### config.mk
export PLATFORM = sky130hd
export DESIGN_NAME = sbta_top
export DESIGN_NICKNAME = d
export VERILOG_FILES = /design/src/sbta_pkg.sv /design/src/sbta_clk_sel.sv /design/src/sbta_cap_in.sv /design/src/sbta_top.sv
export SDC_FILE = /design/constraint.sdc
export NUM_CORES = 1
export LEC_CHECK = 0
export BUFFER_PORTS_ARGS = -buffer_cell sky130_fd_sc_hd__buf_2
export CORE_ASPECT_RATIO = 1.1
export CORE_UTILIZATION = 54
export DETAILED_ROUTE_END_ITERATION = 6
export GPL_TIMING_DRIVEN = 1
export PLACE_DENSITY = 0.87
export SLEW_MARGIN = 10
export SYNTH_ARGS = -nofsm -noshare
export SYNTH_HDL_FRONTEND = slang
export SYNTH_HIERARCHICAL = 1
export SYNTH_SLANG_ARGS = --single-unit
### constraint.sdc
create_clock -name clk -period 2.7 [get_ports clk]
set_clock_uncertainty 0.1 [all_clocks]
set_input_delay 0.54 -clock clk [delete_from_list [all_inputs] [get_ports clk]]
set_output_delay 0.54 -clock clk [all_outputs]
set_load 0.005 [all_outputs]
### src/sbta_pkg.sv
// constants and types shared by the sixteen-bit timer files
package sbta_pkg;

  // ----------------------------------------------------------------
  // register word indices (byte address is four times the index)
  // ----------------------------------------------------------------
  localparam logic [3:0] IDX_CTRL_A = 4'h0;
  localparam logic [3:0] IDX_CTRL_B = 4'h1;
  localparam logic [3:0] IDX_CNT_LO = 4'h2;
  localparam logic [3:0] IDX_CNT_HI = 4'h3;
  localparam logic [3:0] IDX_CMPA_LO = 4'h4;
  localparam logic [3:0] IDX_CMPA_HI = 4'h5;
  localparam logic [3:0] IDX_CMPB_LO = 4'h6;
  localparam logic [3:0] IDX_CMPB_HI = 4'h7;
  localparam logic [3:0] IDX_CAP_LO = 4'h8;
  localparam logic [3:0] IDX_CAP_HI = 4'h9;
  localparam logic [3:0] IDX_FLAG = 4'hA;
  localparam logic [3:0] IDX_MASK = 4'hB;
  localparam logic [3:0] IDX_LAST = 4'hB;

  // ----------------------------------------------------------------
  // field positions
  // ----------------------------------------------------------------
  localparam int CA_MODE_LO = 0;
  localparam int CA_COM_B = 4;
  localparam int CA_COM_A = 6;
  localparam int CB_CLK_SEL = 0;
  localparam int CB_MODE_HI = 3;
  localparam int CB_CAP_SRC = 5;
  localparam int CB_CAP_EDGE = 6;
  localparam int CB_FILTER = 7;
  localparam int FL_OVF = 0;
  localparam int FL_MATCH_A = 1;
  localparam int FL_MATCH_B = 2;
  localparam int FL_CAPTURE = 3;

  // ----------------------------------------------------------------
  // reset values and limits
  // ----------------------------------------------------------------
  localparam logic [7:0] RST_BYTE = 8'h00;
  localparam logic [15:0] RST_WORD = 16'h0000;
  localparam logic [15:0] COUNT_FLOOR = 16'h0000;
  localparam logic [15:0] COUNT_MAX = 16'hFFFF;
  localparam logic [15:0] PEAK_8 = 16'h00FF;
  localparam logic [15:0] PEAK_9 = 16'h01FF;
  localparam logic [15:0] PEAK_10 = 16'h03FF;
  localparam logic [1:0] RESP_OKAY = 2'h0;
  localparam logic [1:0] RESP_SLVERR = 2'h2;

  // ----------------------------------------------------------------
  // clock selection and input filter
  // ----------------------------------------------------------------
  localparam int PRE_W = 10;
  localparam int FILT_LEN = 4;
  typedef enum logic [2:0] {
    CS_OFF, CS_DIV1, CS_DIV8, CS_DIV64, CS_DIV256, CS_DIV1024, CS_EXT_FALL, CS_EXT_RISE
  } sbta_clk_sel_t;

endpackage

### src/sbta_clk_sel.sv
// timer clock selection: prescaler taps and external count pin edge
`timescale 1ns/1ns
module sbta_clk_sel
  import sbta_pkg::*;
(
  input wire logic clk,
  input wire logic sys_rst,
  input wire logic ce,
  input wire logic [2:0] clk_select,
  input wire logic ext_count_pin,
  output logic tick
);
  import sbta_pkg::*;

  logic [PRE_W-1:0] pre_r;
  logic sync1_r, sync2_r, prev_r;
  sbta_clk_sel_t sel;

  assign sel = sbta_clk_sel_t'(clk_select);

  always_ff @(posedge clk)
  begin
    if (sys_rst)
    begin
      pre_r <= '0;
      sync1_r <= 1'b0;
      sync2_r <= 1'b0;
      prev_r <= 1'b0;
    end
    else if (ce)
    begin
      pre_r <= pre_r + 1'b1;
      sync1_r <= ext_count_pin;
      sync2_r <= sync1_r;
      prev_r <= sync2_r;
    end
  end

  // ----------------------------------------------------------------
  // tick selection
  // ----------------------------------------------------------------
  always_comb
  begin
    unique case (sel)
      CS_OFF: tick = 1'b0;
      CS_DIV1: tick = ce;
      CS_DIV8: tick = ce && (&pre_r[2:0]);
      CS_DIV64: tick = ce && (&pre_r[5:0]);
      CS_DIV256: tick = ce && (&pre_r[7:0]);
      CS_DIV1024: tick = ce && (&pre_r[9:0]);
      CS_EXT_FALL: tick = ce && prev_r && !sync2_r;
      CS_EXT_RISE: tick = ce && !prev_r && sync2_r;
    endcase
  end

endmodule

### src/sbta_cap_in.sv
// capture input: source select, optional noise filter, edge detector
`timescale 1ns/1ns
module sbta_cap_in
  import sbta_pkg::*;
(
  input wire logic clk,
  input wire logic sys_rst,
  input wire logic ce,
  input wire logic capture_pin,
  input wire logic comparator_out,
  input wire logic use_comparator,
  input wire logic filter_on,
  input wire logic rising,
  output logic capture_event
);
  import sbta_pkg::*;

  logic pin1_r, pin2_r, cmp1_r, cmp2_r, level_r, prev_r;
  logic [FILT_LEN-1:0] hist_r;
  logic src, steady, level_nxt;

  assign src = use_comparator ? cmp2_r : pin2_r;
  // filtered level moves only after the full history agrees
  assign steady = (&hist_r) || !(|hist_r);
  assign level_nxt = filter_on ? (steady ? hist_r[0] : level_r) : src;
  assign capture_event = ce && (rising ? (level_r && !prev_r) : (!level_r && prev_r));

  always_ff @(posedge clk)
  begin
    if (sys_rst)
    begin
      pin1_r <= 1'b0;
      pin2_r <= 1'b0;
      cmp1_r <= 1'b0;
      cmp2_r <= 1'b0;
      hist_r <= '0;
      level_r <= 1'b0;
      prev_r <= 1'b0;
    end
    else if (ce)
    begin
      pin1_r <= capture_pin;
      pin2_r <= pin1_r;
      cmp1_r <= comparator_out;
      cmp2_r <= cmp1_r;
      hist_r <= {hist_r[FILT_LEN-2:0], src};
      level_r <= level_nxt;
      prev_r <= level_r;
    end
  end

endmodule

### src/sbta_top.sv
// sixteen-bit timer with byte-wide register access over an axi4-lite slave
`timescale 1ns/1ns
module sbta_top
  import sbta_pkg::*;
(
  input wire logic clk,
  input wire logic sys_rst,
  input wire logic ce,
  input wire logic [7:0] s_axi_awaddr,
  input wire logic s_axi_awvalid,
  output logic s_axi_awready,
  input wire logic [31:0] s_axi_wdata,
  input wire logic [3:0] s_axi_wstrb,
  input wire logic s_axi_wvalid,
  output logic s_axi_wready,
  output logic [1:0] s_axi_bresp,
  output logic s_axi_bvalid,
  input wire logic s_axi_bready,
  input wire logic [7:0] s_axi_araddr,
  input wire logic s_axi_arvalid,
  output logic s_axi_arready,
  output logic [31:0] s_axi_rdata,
  output logic [1:0] s_axi_rresp,
  output logic s_axi_rvalid,
  input wire logic s_axi_rready,
  input wire logic ext_count_pin,
  input wire logic capture_pin,
  input wire logic comparator_out,
  output logic wave_out_a,
  output logic wave_out_b,
  output logic irq_request
);
  import sbta_pkg::*;

  // ----------------------------------------------------------------
  // helper functions
  // ----------------------------------------------------------------
  function automatic logic addr_hit(input logic [7:0] a);
    return (a[7:6] == 2'b00) && (a[5:2] <= IDX_LAST);
  endfunction

  function automatic logic mode_pwm(input logic [3:0] m);
    return m[3] ? (m[3:1] == 3'b111) : (m[1:0] != 2'b00);
  endfunction

  function automatic logic [15:0] peak_of(input logic [3:0] m, input logic [15:0] ca,
                                          input logic [15:0] cap);
    unique case (m)
      4'h1, 4'h5: return PEAK_8;
      4'h2, 4'h6: return PEAK_9;
      4'h3, 4'h7: return PEAK_10;
      4'h4, 4'hF: return ca;
      4'hC, 4'hE: return cap;
      default: return COUNT_MAX;
    endcase
  endfunction

  function automatic logic wave_next(input logic cur, input logic [1:0] com, input logic pwm,
                                     input logic match, input logic wrap);
    logic v;
    v = cur;
    if (!pwm)
    begin
      if (match && com == 2'b01)
        v = !cur;
      else if (match && com[1])
        v = com[0];
    end
    else if (com[1])
    begin
      if (wrap)
        v = !com[0];
      else if (match)
        v = com[0];
    end
    return v;
  endfunction

  // ----------------------------------------------------------------
  // state
  // ----------------------------------------------------------------
  logic [7:0] ctrl_a_r, ctrl_b_r, temp_r, mask_r, temp_nxt;
  logic [3:0] flag_r, flag_nxt, flag_set, flag_clr;
  logic [15:0] count_r, cmpa_buf_r, cmpb_buf_r, cmpa_act_r, cmpb_act_r, capture_r;
  logic [15:0] count_nxt, capture_nxt, peak;
  logic wave_a_r, wave_b_r, bvalid_r, rvalid_r;
  logic [1:0] bresp_r, rresp_r;
  logic [7:0] rd_byte;
  logic [31:0] rdata_r;

  // ----------------------------------------------------------------
  // bus decode
  // ----------------------------------------------------------------
  wire wr_fire = ce && s_axi_awvalid && s_axi_wvalid && !bvalid_r;
  wire rd_fire = ce && s_axi_arvalid && !rvalid_r;
  wire [3:0] widx = s_axi_awaddr[5:2];
  wire [3:0] ridx = s_axi_araddr[5:2];
  wire wr_ok = wr_fire && s_axi_wstrb[0] && addr_hit(s_axi_awaddr);
  wire rd_ok = rd_fire && addr_hit(s_axi_araddr);
  wire [7:0] wdat = s_axi_wdata[7:0];
  wire wr_ctrl_a = wr_ok && widx == IDX_CTRL_A;
  wire wr_ctrl_b = wr_ok && widx == IDX_CTRL_B;
  wire wr_cnt_lo = wr_ok && widx == IDX_CNT_LO;
  wire wr_cmpa_lo = wr_ok && widx == IDX_CMPA_LO;
  wire wr_cmpb_lo = wr_ok && widx == IDX_CMPB_LO;
  wire wr_cap_lo = wr_ok && widx == IDX_CAP_LO;
  wire wr_flag = wr_ok && widx == IDX_FLAG;
  wire wr_mask = wr_ok && widx == IDX_MASK;
  // every high-byte write goes to the one shared holding register
  wire wr_temp = wr_ok && widx[0] && widx >= IDX_CNT_HI && widx <= IDX_CAP_HI;
  wire rd_cnt_lo = rd_ok && ridx == IDX_CNT_LO;
  wire rd_cap_lo = rd_ok && ridx == IDX_CAP_LO;

  assign s_axi_awready = wr_fire;
  assign s_axi_wready = wr_fire;
  assign s_axi_arready = rd_fire;
  assign s_axi_bvalid = bvalid_r;
  assign s_axi_bresp = bresp_r;
  assign s_axi_rvalid = rvalid_r;
  assign s_axi_rresp = rresp_r;
  assign s_axi_rdata = rdata_r;

  // ----------------------------------------------------------------
  // mode, peak and clocking
  // ----------------------------------------------------------------
  wire [3:0] mode = {ctrl_b_r[CB_MODE_HI +: 2], ctrl_a_r[CA_MODE_LO +: 2]};
  wire pwm = mode_pwm(mode);
  wire peak_is_cap = (mode == 4'hC) || (mode == 4'hE);
  wire peak_is_a_pwm = pwm && mode == 4'hF;
  wire tick, cap_evt;

  assign peak = peak_of(mode, cmpa_act_r, capture_r);

  sbta_clk_sel u_clk_sel (
    .clk(clk),
    .sys_rst(sys_rst),
    .ce(ce),
    .clk_select(ctrl_b_r[CB_CLK_SEL +: 3]),
    .ext_count_pin(ext_count_pin),
    .tick(tick)
  );

  sbta_cap_in u_cap_in (
    .clk(clk),
    .sys_rst(sys_rst),
    .ce(ce),
    .capture_pin(capture_pin),
    .comparator_out(comparator_out),
    .use_comparator(ctrl_b_r[CB_CAP_SRC]),
    .filter_on(ctrl_b_r[CB_FILTER]),
    .rising(ctrl_b_r[CB_CAP_EDGE]),
    .capture_event(cap_evt)
  );

  // ----------------------------------------------------------------
  // counter, compare and capture next values
  // ----------------------------------------------------------------
  wire at_peak = count_r == peak;
  wire wrap = tick && at_peak;
  wire match_a = tick && count_r == cmpa_act_r;
  wire match_b = tick && count_r == cmpb_act_r;
  wire ovf = pwm ? wrap : (tick && count_r == COUNT_MAX);
  wire cap_take = cap_evt && !peak_is_cap;
  wire reload = !pwm || wrap;

  // a counter write overrides wrap and count
  assign count_nxt = wr_cnt_lo ? {temp_r, wdat} : (wrap ? COUNT_FLOOR :
                     (tick ? count_r + 16'h0001 : count_r));
  assign capture_nxt = (wr_cap_lo && peak_is_cap) ? {temp_r, wdat} :
                       (cap_take ? count_r : capture_r);
  assign flag_set = {cap_take, match_b, match_a, ovf};
  assign flag_clr = wr_flag ? wdat[3:0] : 4'h0;
  assign flag_nxt = (flag_r & ~flag_clr) | flag_set;
  assign temp_nxt = wr_temp ? wdat : (rd_cnt_lo ? count_r[15:8] :
                    (rd_cap_lo ? capture_r[15:8] : temp_r));
  assign irq_request = |(flag_r & mask_r[3:0]);
  assign wave_out_a = wave_a_r;
  assign wave_out_b = wave_b_r;

  // ----------------------------------------------------------------
  // read data select
  // ----------------------------------------------------------------
  always_comb
  begin
    unique case (ridx)
      IDX_CTRL_A: rd_byte = ctrl_a_r;
      IDX_CTRL_B: rd_byte = ctrl_b_r;
      IDX_CNT_LO: rd_byte = count_r[7:0];
      IDX_CMPA_LO: rd_byte = cmpa_buf_r[7:0];
      IDX_CMPA_HI: rd_byte = cmpa_buf_r[15:8];
      IDX_CMPB_LO: rd_byte = cmpb_buf_r[7:0];
      IDX_CMPB_HI: rd_byte = cmpb_buf_r[15:8];
      IDX_CAP_LO: rd_byte = capture_r[7:0];
      IDX_CNT_HI, IDX_CAP_HI: rd_byte = temp_r;
      IDX_FLAG: rd_byte = {4'h0, flag_r};
      IDX_MASK: rd_byte = mask_r;
      default: rd_byte = 8'h00;
    endcase
  end

  // ----------------------------------------------------------------
  // registers
  // ----------------------------------------------------------------
  always_ff @(posedge clk)
  begin
    if (sys_rst)
    begin
      ctrl_a_r <= RST_BYTE;
      ctrl_b_r <= RST_BYTE;
      temp_r <= RST_BYTE;
      mask_r <= RST_BYTE;
      flag_r <= 4'h0;
      count_r <= RST_WORD;
      cmpa_buf_r <= RST_WORD;
      cmpb_buf_r <= RST_WORD;
      cmpa_act_r <= RST_WORD;
      cmpb_act_r <= RST_WORD;
      capture_r <= RST_WORD;
      wave_a_r <= 1'b0;
      wave_b_r <= 1'b0;
    end
    else if (ce)
    begin
      ctrl_a_r <= wr_ctrl_a ? wdat : ctrl_a_r;
      ctrl_b_r <= wr_ctrl_b ? wdat : ctrl_b_r;
      mask_r <= wr_mask ? {4'h0, wdat[3:0]} : mask_r;
      temp_r <= temp_nxt;
      flag_r <= flag_nxt;
      count_r <= count_nxt;
      capture_r <= capture_nxt;
      cmpa_buf_r <= wr_cmpa_lo ? {temp_r, wdat} : cmpa_buf_r;
      cmpb_buf_r <= wr_cmpb_lo ? {temp_r, wdat} : cmpb_buf_r;
      // pwm modes take new compare values, and so a compare a peak, only at the wrap
      cmpa_act_r <= reload ? cmpa_buf_r : cmpa_act_r;
      cmpb_act_r <= reload ? cmpb_buf_r : cmpb_act_r;
      wave_a_r <= peak_is_a_pwm ? 1'b0 :
                  wave_next(wave_a_r, ctrl_a_r[CA_COM_A +: 2], pwm, match_a, wrap);
      wave_b_r <= wave_next(wave_b_r, ctrl_a_r[CA_COM_B +: 2], pwm, match_b, wrap);
    end
  end

  always_ff @(posedge clk)
  begin
    if (sys_rst)
    begin
      bvalid_r <= 1'b0;
      bresp_r <= RESP_OKAY;
      rvalid_r <= 1'b0;
      rresp_r <= RESP_OKAY;
      rdata_r <= 32'h0000_0000;
    end
    else if (ce)
    begin
      if (wr_fire)
      begin
        bvalid_r <= 1'b1;
        bresp_r <= addr_hit(s_axi_awaddr) ? RESP_OKAY : RESP_SLVERR;
      end
      else if (s_axi_bready)
        bvalid_r <= 1'b0;
      if (rd_fire)
      begin
        rvalid_r <= 1'b1;
        rresp_r <= rd_ok ? RESP_OKAY : RESP_SLVERR;
        rdata_r <= rd_ok ? {24'h000000, rd_byte} : 32'h0000_0000;
      end
      else if (s_axi_rready)
        rvalid_r <= 1'b0;
    end
  end

  // ----------------------------------------------------------------
  // checks
  // ----------------------------------------------------------------
  a_low_write_load: assert property (@(posedge clk) disable iff (sys_rst)
    wr_cnt_lo |=> count_r == {$past(temp_r), $past(wdat)})
    else $error("counter low write did not load both bytes");
  a_read_temp_copy: assert property (@(posedge clk) disable iff (sys_rst)
    (rd_cnt_lo && !wr_temp) |=> temp_r == $past(count_r[15:8]))
    else $error("counter low read did not copy the high byte");
  a_cmp_read_keep: assert property (@(posedge clk) disable iff (sys_rst)
    (rd_ok && ridx >= IDX_CMPA_LO && ridx <= IDX_CMPB_HI && !wr_temp) |=> $stable(temp_r))
    else $error("compare read disturbed the holding register");
  a_count_idle: assert property (@(posedge clk) disable iff (sys_rst)
    (ctrl_b_r[2:0] == 3'h0 && !wr_cnt_lo) [*2] |=> $stable(count_r))
    else $error("counter moved with no clock selected");
  a_match_sets: assert property (@(posedge clk) disable iff (sys_rst)
    (ce && match_b) |=> flag_r[FL_MATCH_B])
    else $error("compare b match did not set its flag");
  a_capture_same: assert property (@(posedge clk) disable iff (sys_rst)
    (ce && cap_take) |=> (capture_r == $past(count_r)) && flag_r[FL_CAPTURE])
    else $error("capture value and flag not set together");
  a_floor_wrap: assert property (@(posedge clk) disable iff (sys_rst)
    (wrap && !wr_cnt_lo) |=> count_r == COUNT_FLOOR)
    else $error("counter did not return to the floor at the peak");
  a_fixed_peak: assert property (@(posedge clk) disable iff (sys_rst)
    (mode == 4'h2 || mode == 4'h6) |-> peak == PEAK_9)
    else $error("nine-bit peak not selected");
  a_peak_a_quiet: assert property (@(posedge clk) disable iff (sys_rst)
    (ce && peak_is_a_pwm) [*2] |-> !wave_out_a)
    else $error("wave a driven while compare a is the peak");
  a_irq_gate: assert property (@(posedge clk) disable iff (sys_rst)
    (ce && ovf && mask_r[FL_OVF]) |=> irq_request)
    else $error("masked-in overflow raised no request");
  a_write_wins: assert property (@(posedge clk) disable iff (sys_rst)
    (wr_cnt_lo && tick) |=> count_r == {$past(temp_r), $past(wdat)})
    else $error("counting overrode a counter write");
  a_temp_reset: assert property (@(posedge clk)
    $past(sys_rst) && !sys_rst |-> temp_r == 8'h00)
    else $error("holding register not zero after reset");
  a_ctrl_free: assert property (@(posedge clk) disable iff (sys_rst)
    wr_ctrl_b |=> ctrl_b_r == $past(wdat))
    else $error("control b write not stored");
  a_wave_toggle: assert property (@(posedge clk) disable iff (sys_rst)
    (ce && !pwm && match_b && ctrl_a_r[CA_COM_B +: 2] == 2'b01) |=> wave_out_b != $past(wave_out_b))
    else $error("wave b did not toggle on match");

endmodule

==> results of run 1 <==
[cells in the final DEF (no fill, tap or decap), types with 7 or more instances in the layout]
cell type / netlist / routed
a211oi_1: 27 / 26
a21oi_1: 80 / 73
a21oi_2: 0 / 7
a22oi_1: 26 / 23
and3_1: 19 / 19
buf_2: 10 / 48
buf_4: 28 / 106
buf_6: 5 / 10
clkbuf_16: 0 / 17
conb_1: 1 / 26
dfxtp_1: 165 / 156
dfxtp_2: 0 / 8
inv_1: 19 / 19
mux2i_1: 101 / 101
nand2_1: 186 / 184
nand3_1: 29 / 27
nand4_1: 16 / 16
nor2_1: 105 / 103
nor2b_1: 12 / 12
nor3_1: 15 / 15
nor3b_1: 10 / 10
nor4_1: 19 / 17
o211ai_1: 8 / 8
o21ai_0: 28 / 18
o21ai_2: 0 / 11
xnor2_1: 31 / 31
xor2_1: 13 / 13
[synthesized netlist by cell type (4+ instances only)]
| cell | count |
|---|---|
| inv_1 | 19 |
| o21ai_0 | 28 |
| and4b_1 | 5 |
| nor4_1 | 19 |
| and2_1 | 5 |
| nand2b_1 | 6 |
| a311oi_1 | 6 |
| buf_2 | 10 |
| or4_1 | 6 |
| buf_1 | 9 |
| o211ai_1 | 8 |
| buf_4 | 28 |
| a221o_1 | 5 |
| nand4_1 | 16 |
| xor2_1 | 13 |
| nor4bb_1 | 7 |
| nor2b_1 | 12 |
| a32oi_1 | 6 |
| nor3b_1 | 10 |
| buf_6 | 5 |
| or3_1 | 4 |
| xnor2_1 | 31 |
| a31oi_1 | 4 |
| nor3_1 | 15 |
| and3_1 | 19 |
| nand3b_1 | 5 |
| dfxtp_1 | 165 |
| nor2_1 | 105 |
| a22oi_1 | 26 |
| a21oi_1 | 80 |
| mux2i_1 | 101 |
| clkbuf_1 | 73 |
| nand2_1 | 186 |
| mux2_2 | 6 |
| a221oi_1 | 6 |
| nand3_1 | 29 |
| nor4b_1 | 4 |
| a211oi_1 | 27 |
| o22ai_1 | 4 |
| o2111ai_1 | 4 |
| o21a_1 | 4 |
[sequential cells by signal, summed over array words and instances (netlist names), 4 cells and up]
| name | flops |
|---|---|
| capture_r | 16 |
| cmpa_act_r | 16 |
| cmpa_buf_r | 16 |
| cmpb_act_r | 16 |
| cmpb_buf_r | 16 |
| count_r | 16 |
| u_clk_sel/pre_r | 10 |
| ctrl_a_r | 8 |
| ctrl_b_r | 8 |
| s_axi_rdata | 8 |
| temp_r | 8 |
| flag_r | 4 |
| mask_r | 4 |
| u_cap_in/hist_r | 4 |
[final cells by class]
| cell class | count | area, sq um | share of cell area [%] |
|---|---|---|---|
| Multi-Input combinational cell | 898 | 5910 | 51.2 |
| Sequential cell | 165 | 3320 | 28.7 |
| Timing Repair Buffer | 174 | 1350 | 11.7 |
| Clock buffer | 17 | 425 | 3.68 |
| Tap cell | 234 | 293 | 2.54 |
| Clock inverter | 15 | 180 | 1.56 |
| Inverter | 20 | 75.1 | 0.650 |
[kinds of logic after synthesis]
family,count (synthesis),share of synthesized area (%)
simple gates,472,24.4
compound gates,246,17.5
flops,165,34.9
buf+inv,145,7.38
mux,107,11.4
xor+xnor,44,4.07
fa+ha+maj,3,0.396
other cells,1,0.0396
[metrics by stage]
step,hold WS (ps),utilization (%)
5_1_grt,231,67.6
6_report,220,67.6
3_3_place_gp,343,61.0
3_5_place_dp,347,61.0
4_1_cts,219,66.2
2_1_floorplan,341,-
[worst max-delay path: cells and delay by family, from the launching register on]
family	cells	cell delay (ps)
AO/OA/AOI/OAI	4	830
buffers and inverters	2	350
flip-flops	1	340
multiplexers	1	260
AND/OR/NAND/NOR	5	1180
[worst min-delay path by stage]
stage                   start               to  slack, ps  cells after the start
2_1_floorplan  cmpa_buf_r[12]   cmpa_buf_r[12]        340                      2
3_3_place_gp   s_axi_rdata[7]   s_axi_rdata[7]        340                      2
3_5_place_dp   s_axi_rdata[0]   s_axi_rdata[0]        350                      2
4_1_cts           capture_pin  u_cap_in/pin1_r        220                      3
5_1_grt           capture_pin  u_cap_in/pin1_r        230                      3
6_report          capture_pin  u_cap_in/pin1_r        220                      3
[repair_timing]
| action | 4_1_cts | 5_1_grt |
|---|---|---|
| setup endpoints to repair | 51 | 51 |
| resized for setup | 57 | 53 |
| gates cloned | 2 | 0 |
| setup buffers | 8 | 7 |
| pin swaps | 8 | 24 |
[report_power, final]
| part | total, W | switching (W) | internal [W] | leakage, nW |
|---|---|---|---|---|
| registers | 0.00247 | 0.0000213 | 0.00245 | 1.34 |
| clock network | 0.00251 | 0.00117 | 0.00133 | 0.299 |
| logic | 0.000413 | 0.000268 | 0.000145 | 2.84 |
[per-layer routing]
| metal | vias to the layer above | track usage, % | routed length (microns) |
|---|---|---|---|
| met1 | 4681 | 46.4 | 12700 |
| met4 | 0 | 27.7 | 2880 |
| met5 | - | 0 | 0 |
| met3 | 254 | 10.1 | 4320 |
| met2 | 850 | 58.5 | 15200 |
| li1 | 4381 | - | - |
==> impl.org, run 1 <==
** Run status
- Status :: complete, but fails checks
- Failing checks :: negative setup slack

** Die
- Total I/O pin count :: 107
- Initial cell density of the core :: between 50% and 60%
- In this run the standard cell core region covers 17100 sq um.
- The initialized floorplan defines 50 standard-cell rows.
- The die is 141 microns tall.
- Die X-Extent :: 128 microns
- Full die area :: 18100 sq um

** Setup path
- Reg-to-reg critical path startpoint :: u_clk_sel/prev_r
- CP endpoint kind :: flop
- Counting cells, the worst reg-to-reg path comes to 12.
- Data on the critical path is required at its endpoint by 2950 ps.
- Worst Setup SP :: u_clk_sel/prev_r
- On the worst path, the slowest cell contributes a delay of approximately 370 ps.
- In this run the register-to-register setup slack is -470 ps.
- In this run the worst path has a maximum fanout of 7.
- Most prevalent standard cell on the critical path :: nand2_2
- For this design, the slowest cell found on the critical path is or3b_1.
- FF-to-FF End :: cmpa_act_r[8]
- The worst setup path is of the reg2reg kind.
- Following the worst setup path forward leads to its endpoint at cmpa_act_r[8].
- Startpoint class of the critical path :: flop
- Worst endpoint data arrival time :: approximately 3400 ps
- Cell-by-cell trace of the critical path :: or3b_1 > a21oi_1 > a221o_1 > nand2_2 > a211oi_2 > nand4_1 > nor4_4 > nand2_2 > a21oi_4 > buf_6 > buf_16 > mux2i_1

** GRT
- The number of antenna violations at the first check in global routing came to 0.
- Maximum number of pins on one net before global-route repair :: 45
- The via count of the first global-routing pass is 9498.
- Total routing resource utilization after global routing :: a little under two fifths
- The first global-routing pass estimated about 53000 microns of wire.
- The total overflow left after global routing is 0.

** Worst hold path
- The min-delay analysis places its worst path in the category in2reg.

** Placement
- Input/output buffers :: around 50
- Routability cong. :: ~0.98
- The placed instances occupy a cell area of 10400 sq um.
- After legalization and detailed placement, the total HPWL measured 22200 microns.
- At the placement stage, the worst setup path has a slack of -321 ps.
- Number of cells in the design after placement :: 1479

** Detailed routing
- Routed Antenna Nets :: 0
- Vias after detailed routing :: 10200
- Routed wire length :: 35200 microns
- Violation count after the first detailed-route iteration :: ~1500
- For this run, the detailed router's first-pass iteration total came to 7.
- For this run, design rule violations remaining after detail routing come to 0.
- Vias per inst :: 6.67
- Routed length per placed instance :: 23.1 microns

** Synthesis
- Dominant cell type by area after synthesis :: dfxtp_1
- The number of different library cells used by synthesis comes to 80.
- In the synthesized netlist the async set-or-reset flop fraction comes to 0%.
- Synthesis handed over a netlist of 1183 instances.
- Synth top area share :: 34.9%
- The Yosys step of the flow raised 6 warnings.
- Syn Std Cell Area :: between 9000 and 10000 sq um
- Sequential fraction of the synthesis area :: 34.9%
- Synth top area cells :: dfxtp_1, mux2i_1, nand2_1, a21oi_1, nor2_1
- Main flop type after synthesis :: dfxtp_1
- Average cell area after synthesis :: 8.01 sq um
- FF+latch count, synth :: 165
- The synthesized design contains 0 enable-type register cells.

** Final layout
- Layout filler cell count :: 1226
- Diode insertion count for antenna repair :: 0
- Of the cells placed in the final design, the portion with a size suffix greater than 1 is a little under a quarter.
- In the final design database the tool counted 1342 nets.
- Relative to the synthesized area, the layout overhead comes to 21.9%.
- After routing the design area is 11500 sq um.
- The finished layout holds 1523 standard cells, fillers aside.

** Clock network
- The clock passes through at most 2 buffers.
- Hold buffers post-CTS :: 0
- Clock latency on the worst-skew pair, taken at its later pin, is 450 ps.
- CTS tree :: built
- In this run the number of H-tree levels came out at 4.
- Buffers inserted during clock tree synthesis total 17.
- CTS sink count :: about 170
- In this run the clock root is driven by a clkbuf_16.
- After clock tree synthesis, the clock-pin slew on the worst setup and hold paths is 70 ps.

** Power
- Power spread over the standard cell area amounts to between 400 and 500 nW/um^2.
- Post-layout total power :: 0.00539 W
- IR drop worst, VDD :: 0.407 mV
- Leakage power summed over all cells :: about 4.5 nW

** STA
- The number of hold-slack violations in the final timing report came to 0.
- For this run, the top clock speed supported by timing is 316 MHz.
- In the post-route analysis, the smallest setup slack over all paths is -468 ps.
- Final setup violation count :: 51
- The worst pin sits at a relative slew slack of 52.3%.
- Counting I/O delays and the setup requirement, the final critical path takes 3170 ps.
- Final Max Tran Viols :: 0
- For the pin with the worst max-slew slack, the measured transition is 709 ps.
- Accumulated negative setup slack :: -15110 ps
- Setup repair after global routing could not meet its margin everywhere.
- The final critical path takes up 117% of the cycle.

** Run
- Max-capacitance violation count :: 0
(Power assumes the default switching activity.)
==> inputs of run 2 (changes only) <==
--- a/config.mk
+++ b/config.mk
@@ -5,12 +5,14 @@
 export SDC_FILE = /design/constraint.sdc
 export NUM_CORES = 1
 export LEC_CHECK = 0
+export ABC_AREA = 1
 export BUFFER_PORTS_ARGS = -buffer_cell sky130_fd_sc_hd__buf_2
 export CORE_ASPECT_RATIO = 1.1
-export CORE_UTILIZATION = 54
+export CORE_UTILIZATION = 53
 export DETAILED_ROUTE_END_ITERATION = 6
 export GPL_TIMING_DRIVEN = 1
-export PLACE_DENSITY = 0.87
+export PLACE_DENSITY = 0.86
+export SKIP_LAST_GASP = 1
 export SLEW_MARGIN = 10
 export SYNTH_ARGS = -nofsm -noshare
 export SYNTH_HDL_FRONTEND = slang
==> impl.org, run 2 <==
** Run status
- The run finished with clean final reports.

** Placement
- Including well taps, the total number of placed cells is 1692.
- The count of buffers added on input and output ports is 49.
- The wire-length estimate of the detail-placed layout is 24600 microns.
- Routability cong. :: 1.04

** Die
- From bottom edge to top edge, the die measures 140 microns.
- The initial utilization of the core area, before any placement, comes to 54.1%.
- After floorplanning, the core was sized to cover 17000 sq um.
- Full die area :: 17900 sq um
- Number of placement rows :: 50
- For this design the top-level I/O count stands at ~110.
- Die X-Extent :: 128 microns

** STA
- Worst max-slew margin expressed relative to the limit :: 55.4%
- The number of hold-slack violations in the final timing report came to 0.
- Derived from the worst setup path, the maximum achievable clock frequency is 388 MHz.
- Hold Worst Slack :: between 200 and 250 ps
- Pin slew with the least headroom to its limit :: 668 ps
- Setup violations remaining at the end of the flow were counted as 0.
- Share of the clock period used by the worst path :: 95.4%
- Setup repair after global routing left no endpoint under its margin.
- Final Max Tran Viols :: 0
- Clock period minus final worst setup slack :: around 2600 ps

** Clock network
- Clock tree synthesis selected as its root buffer the cell clkbuf_16.
- The later pin in the worst-skew pair is clocked with a latency of 440 ps.
- TritonCTS built the clock tree.
- CTS sink count :: approximately 170
- The H-tree generated during clock tree synthesis spans 4 levels.
- Counting along the longest clock path gives a buffer depth of 2.
- For this design, the CTS-stage hold fixing added 0 buffers.
- Clock-pin slew was measured on the worst setup and hold paths at ~70 ps.
- Buffers inserted during clock tree synthesis total 17.

** Detailed routing
- Routed wire length :: 32900 microns
- Remaining design rule violation count :: 0
- In the routed layout, each cell is associated on average with a via count of 5.86.
- Routed Antenna Nets :: 0
- First-pass iteration count of the detailed router :: 6
- In the final routed layout, each cell accounts on average for 19.1 microns.
- The routed layout has ~10000 vias.
- For this block, the initial DRC count from the detailed router was 1318.

** Final layout
- After the last flow step, the layout net total stands at 1547.
- In the final layout, the multi-input gates occupy roughly 5000 sq um.
- Final core utilization :: 63.3%
- The filler cells instantiated in the layout total 1534.
- Ratio of cells with drive above 1 in the final layout :: 15.8%
- The library cell used most frequently in the layout, excluding fill and tap cells, is nand2_1.
- Post-layout instance count excluding filler cells :: 1728
- The area growth from synthesis to layout is 17.1%.
- In the layout the commonest cells are nand2_1, nor2_1, dfxtp_1.
- Diode insertion count for antenna repair :: 0
- Total area of sequential cells :: 3310 sq um

** Synthesis
- The most common cell in the synthesized netlist is nand2_1.
- Distinct cell type count of the synthesized netlist :: 46
- FF+latch count, synth :: 165
- Syn Std Cell Area :: ~9200 sq um
- Synth top area share :: ~36%
- Sequential fraction of the synthesis area :: 35.9%
- Yosys mapped a number of flops with a built-in enable equal to 0.
- The largest total area in the synthesized netlist belongs to dfxtp_1.
- Average cell area after synthesis :: around 6.6 sq um
- Most used standard cells in the synthesized netlist :: nand2_1, nor2_1, dfxtp_1
- Main flop type after synthesis :: dfxtp_1
- Share of flip-flops with an asynchronous set or reset :: 0%
- Sorting the synthesized cells by area gives the leading types as dfxtp_1, nand2_1, nor2_1, a21oi_1, o21ai_0.
- Counting every instance in the synthesized netlist gives 1389.
- For this run, the number of Yosys warnings is 6.

** Setup path
- In this run the worst path has a maximum fanout of 17.
- By instance count, the cell type seen most on the critical path is nand2_1.
- The kind of cell with the highest combined delay along the critical path is simple AND/OR/NAND/NOR gates.
- The worst setup path is captured at a flop.
- Cell-by-cell trace of the critical path :: buf_4 > o21ai_2 > nand4_4 > nand3_1 > xor2_1 > nand2_1 > nor2_2 > nand2_2 > nand2_4 > nand2_8 > inv_6 > nand2_1 > a21oi_1
- Critical Path RT :: 2970 ps
- The worst setup path is launched from a flop.
- Crit path buffers/inverters :: 2
- The critical path in this run is classified as reg2reg.
- At the worst endpoint, the arrival time is 2840 ps.
- The largest individual stage delay along the critical path comes from the cell dfxtp_1.
- Slowest cell delay on critical path :: approximately 320 ps

** Worst hold path
- Tightest Hold Check Type :: in2reg

** Power
- The completed layout was analyzed and its total power is 0.00537 W.
- Total power divided by cell area :: 499 nW/um^2
- IR drop worst, VDD :: 0.579 mV
- Summed over all cells, the static leakage comes to 4.51 nW.

** GRT
- The via count of the first global-routing pass is between 8000 and 9000.
- Number of antenna violations at the first check in global routing :: 0
- After global routing the overflow that remains totals 0.
- First-pass GRT wire length :: 50000 microns
- Global routing used 37.1% of the available tracks across all layers.
- Maximum number of pins on one net before global-route repair :: a little over 90

** Run
- Max-capacitance violation count :: 0
-- run 2: changes by cell type after synthesis, sizes merged, moves of 28 or more --
cell	previous run	this run
mux2i	101	0
inv	19	165
nand2	187	245
o21ai	31	151
a21oi	81	137
nand3	30	61
nor2	105	205
xnor2	31	3
clkbuf	73	40
-- run 2: path summary, 6_finish.rpt --
kind                        endpoint               start  cells after the start  slack [ps]
setup / recovery           flag_r[0]         ctrl_a_r[1]                     13         120
hold / removal     u_clk_sel/sync1_r       ext_count_pin                      3         220
setup reg to reg           flag_r[0]         ctrl_a_r[1]                     13         120
hold reg to reg   u_clk_sel/pre_r[9]  u_clk_sel/pre_r[9]                      2         340
-- run 2: cell type report --
class | instances | share of cell area, %
Sequential cell | 165 | 30.7
Clock inverter | 15 | 1.65
Inverter | 166 | 5.83
Timing Repair Buffer | 132 | 8.53
Tap cell | 234 | 2.72
Multi-Input combinational cell | 999 | 46.6
Clock buffer | 17 | 3.95
-- run 2: report_power, final --
part | switching (W) | total (W) | internal [W]
Clock | 0.00120 | 0.00245 | 0.00126
Combinational | 0.000252 | 0.000381 | 0.000129
Sequential | 0.0000568 | 0.00254 | 0.00248
-- run 2: cell families after synthesis --
group,Yosys count,share of synthesized area [%]
AND/OR/NAND/NOR,579,27.4
AO/OA/AOI/OAI,374,22.7
buffers and inverters,252,12.1
flip-flops,165,35.9
XOR/XNOR,15,1.43
adder cells (fa/ha/maj),3,0.408
other,1,0.0408
-- run 2: stage by stage --
| stage | worst slack [ps] | cell area [sq um] | setup TNS, ps |
|---|---|---|---|
| 2_1_floorplan | 265 | 9300 | 0 |
| 3_3_place_gp | -31.0 | 10000 | -38.6 |
| 3_5_place_dp | -71.4 | 10000 | -916 |
| 4_1_cts | 5.15 | 10600 | 0 |
| 5_1_grt | 2.21 | 10800 | 0 |
| 6_report | 124 | 10800 | 0 |
-- run 2: metal layers --
metal | global-route usage [%] | part of all wire [%] | wire length [microns]
met5 | 0 | 0 | 0
met4 | 22.7 | 6.8 | 2220
met3 | 6.84 | 10 | 3320
met2 | 59.9 | 45 | 14900
met1 | 46.0 | 38 | 12500
-- run 2: worst min-delay path, cell delays in order --
cell	delay, ps
buf_2	70
nor2_1	30
nor2_1	80
-- run 2: timing repair --
action / CTS / global route
resized for setup: 1 / 32
pin swaps: 0 / 9
endpoints found under the setup margin: 7 / 49
cloned: 0 / 2
setup buffers: 0 / 2
==> inputs of run 3 (changes only) <==
--- a/config.mk
+++ b/config.mk
@@ -7,7 +7,6 @@
 export LEC_CHECK = 0
 export ABC_AREA = 1
 export BUFFER_PORTS_ARGS = -buffer_cell sky130_fd_sc_hd__buf_2
-export CORE_ASPECT_RATIO = 1.1
 export CORE_UTILIZATION = 53
 export DETAILED_ROUTE_END_ITERATION = 6
 export GPL_TIMING_DRIVEN = 1
==> impl.org, run 3 (synthesized netlist as in run 2, its figures left out) <==
** Final layout
- Final core utilization :: 64.7%
- Leaving out fill and tap cells, the most frequent cell in the layout is nand2_1.
- Diode insertion count for antenna repair :: 0
- Cells with a size suffix above 1 make up ~16% of the layout.
- Total Nets Final :: roughly 1500
- Post-layout instance count excluding filler cells :: between 1500 and 2000
- Layout filler cell count :: 1478
- Synthesis-to-finish area growth :: 17.8%
- Commonest cells after routing, fill and taps aside :: nand2_1, nor2_1, dfxtp_1

** Placement
- Input/output buffers :: 49
- Routability cong. :: 1.08
- Detailed placement ended at an HPWL of 24700 microns.
- Once placement completed, the tool counted placed cells totaling roughly 1700.

** Die
- Number of placement rows :: 47
- Initial cell density of the core :: a little over half
- Total I/O pin count :: about 110
- The core region is 16800 sq um.
- The die covers 17900 sq um.
- Die boundary height :: 134 microns
- From left edge to right edge, the die measures 134 microns.

** Detailed routing
- Routed met1 length :: 12900 microns
- In the routed layout, each cell is associated on average with a via count of 6.04.
- Wire segments on met2 add up to 14400 microns in the final route.
- The final route contains 10300 vias.
- Routed wire length :: between 30000 and 40000 microns
- In the routed design, unresolved DRC markers number 0.
- In the final routed layout, each cell accounts on average for approximately 20 microns.
- In the detailed route, the total length drawn on met3 is 3790 microns.
- Violation count after the first detailed-route iteration :: roughly 1500
- In this run the remaining antenna-violating nets after routing total 0.
- Topmost layer with routed signal wires :: met4
- Before antenna repair, the detailed router went through 6 iterations.

** Run status
- Status :: finished, final reports clean

** STA
- The count of pins over their slew limit was 0.
- Headroom to the max-slew limit came out at a little under two fifths.
- Across all hold checks on the routed design, the worst slack comes to approximately 210 ps.
- Pin slew with the least headroom to its limit :: ~930 ps
- Subtracting the final worst setup slack from the clock period gives 2670 ps.
- Setup violations remaining at the end of the flow were counted as 0.
- Number of endpoints with negative hold slack in the final report :: 0
- Setup repair after global routing could not meet its margin everywhere.
- Static timing analysis puts the maximum clock frequency at 374 MHz.
- Share of the clock period used by the worst path :: 99.1%

** Setup path
- Critical Path RT :: 2980 ps
- Cells on worst reg2reg path :: 18
- Reg-to-reg critical path startpoint :: ctrl_b_r[3]
- Startpoint class of the critical path :: flop
- Slack of the worst reg-to-reg path :: roughly 25 ps
- STA puts the critical path data arrival time at 2950 ps.
- FF-to-FF End :: cmpa_act_r[15]
- Critical path type :: reg2reg
- Biggest fanout along the worst timing path :: 10
- STA classifies the critical path endpoint as a flop.

** GRT
- Number of antenna violations at the first check in global routing :: 0
- Global routing used 37.1% of the available tracks.
- Number of global-route vias before repair :: 9076
- First-pass GRT wire length :: 49800 microns
- Total grt overflow :: 0
- Entering global routing, the biggest net connects 84 pins.

** Clock network
- Counting along the longest clock path gives a buffer depth of 2.
- CTS clk-pin slew, worst paths :: roughly 70 ps
- Hold repair after CTS inserted 0 buffers.
- In this run the clock root is driven by a clkbuf_16.
- CTS tree :: built
- Total CTS buffers :: 17
- Latest clock arrival within the worst-skew pair :: 450 ps
- The H-tree was split into 4 levels.
- CTS sink count :: 165

** Worst hold path
- The min-delay analysis places its worst path in the category in2reg.
- Endpoint of the worst hold path :: u_cap_in/cmp1_r
- Counting instances, the worst hold path has a depth of 3.
- The worst hold path begins at comparator_out.

** Power
- Total power divided by cell area :: around 500 nW/um^2
- IR drop worst, VDD :: 0.513 mV
- Leakage power summed over all cells :: around 4.6 nW

** Run
- Max-capacitance violation count :: 0
-- run 3: changes by cell type in the layout (fill, tap and decap cells not counted), moves of 3 or more --
cell and change:
a21boi_2 -3, buf_4 -3, inv_8 +3, nor2_1 -3, o21ai_1 -4, o21ai_2 +6
-- run 3: repair_timing --
item	CTS	global route
setup endpoints to repair	1	50
resized for setup	1	45
buffers inserted	0	6
cloned	0	4
pin swaps	0	9
-- run 3: critical path: stages, from the launching register on --
cell and delay, ps:
dfxtp_2 340, inv_1 90, nor2_2 160, nand2_4 180
nand3_4 190, buf_4 150, nand3_1 70, nand2_1 80
nand2_1 60, nor2_1 110, nand3_1 100, nor2_2 190
nand2_2 110, nand2_4 120, nand2_8 110, inv_8 120
buf_4 150, nor2_1 50, nor2_1 130
-- run 3: cell type report --
| cell class | instances | area [sq um] | share of cell area [%] |
|---|---|---|---|
| clock buffers | 18 | 439 | 4.05 |
| inverters | 166 | 631 | 5.82 |
| flip-flops and latches | 165 | 3310 | 30.5 |
| repair buffers | 130 | 916 | 8.45 |
| well taps | 220 | 275 | 2.54 |
| clock inverters | 14 | 180 | 1.66 |
| multi-input cells | 1001 | 5090 | 47.0 |
-- run 3: metal layers --
metal,GRT usage (%),vias up
met4,23.0,0
met1,47.7,4719
met5,0,-
met2,56.4,679
li1,-,4774
met3,7.95,173
-- run 3: how the worst max path moves through the flow --
stage / cells after the start / from / end / slack (ps)
2_1_floorplan: 14 / ce / count_r[8] / 270
3_3_place_gp: 17 / ce / wave_out_b / -60
3_5_place_dp: 17 / ce / wave_out_b / -90
4_1_cts: 15 / ctrl_a_r[0] / cmpb_act_r[8] / 4
5_1_grt: 18 / ctrl_b_r[4] / cmpa_act_r[15] / -160
6_report: 18 / ctrl_b_r[3] / cmpa_act_r[15] / 30
-- run 3: stage by stage --
step	setup TNS (ps)	worst slack, ps	cell area, sq um	total power (W)
3_3_place_gp	-59.6	-59.6	9940	0.00295
3_5_place_dp	-228	-87.5	9940	0.00296
4_1_cts	0	3.50	10600	0.00546
6_report	0	25.5	10800	0.00549
5_1_grt	-4150	-158	10800	0.00563
2_1_floorplan	0	265	9300	0.00283
-- run 3: where the power goes --
| part | switching (W) | leakage (nW) | internal [W] |
|---|---|---|---|
| registers | 0.0000546 | 1.34 | 0.00248 |
| logic | 0.000260 | 2.91 | 0.000133 |
| clock network | 0.00120 | 0.301 | 0.00136 |
| total | 0.00151 | 4.56 | 0.00398 |
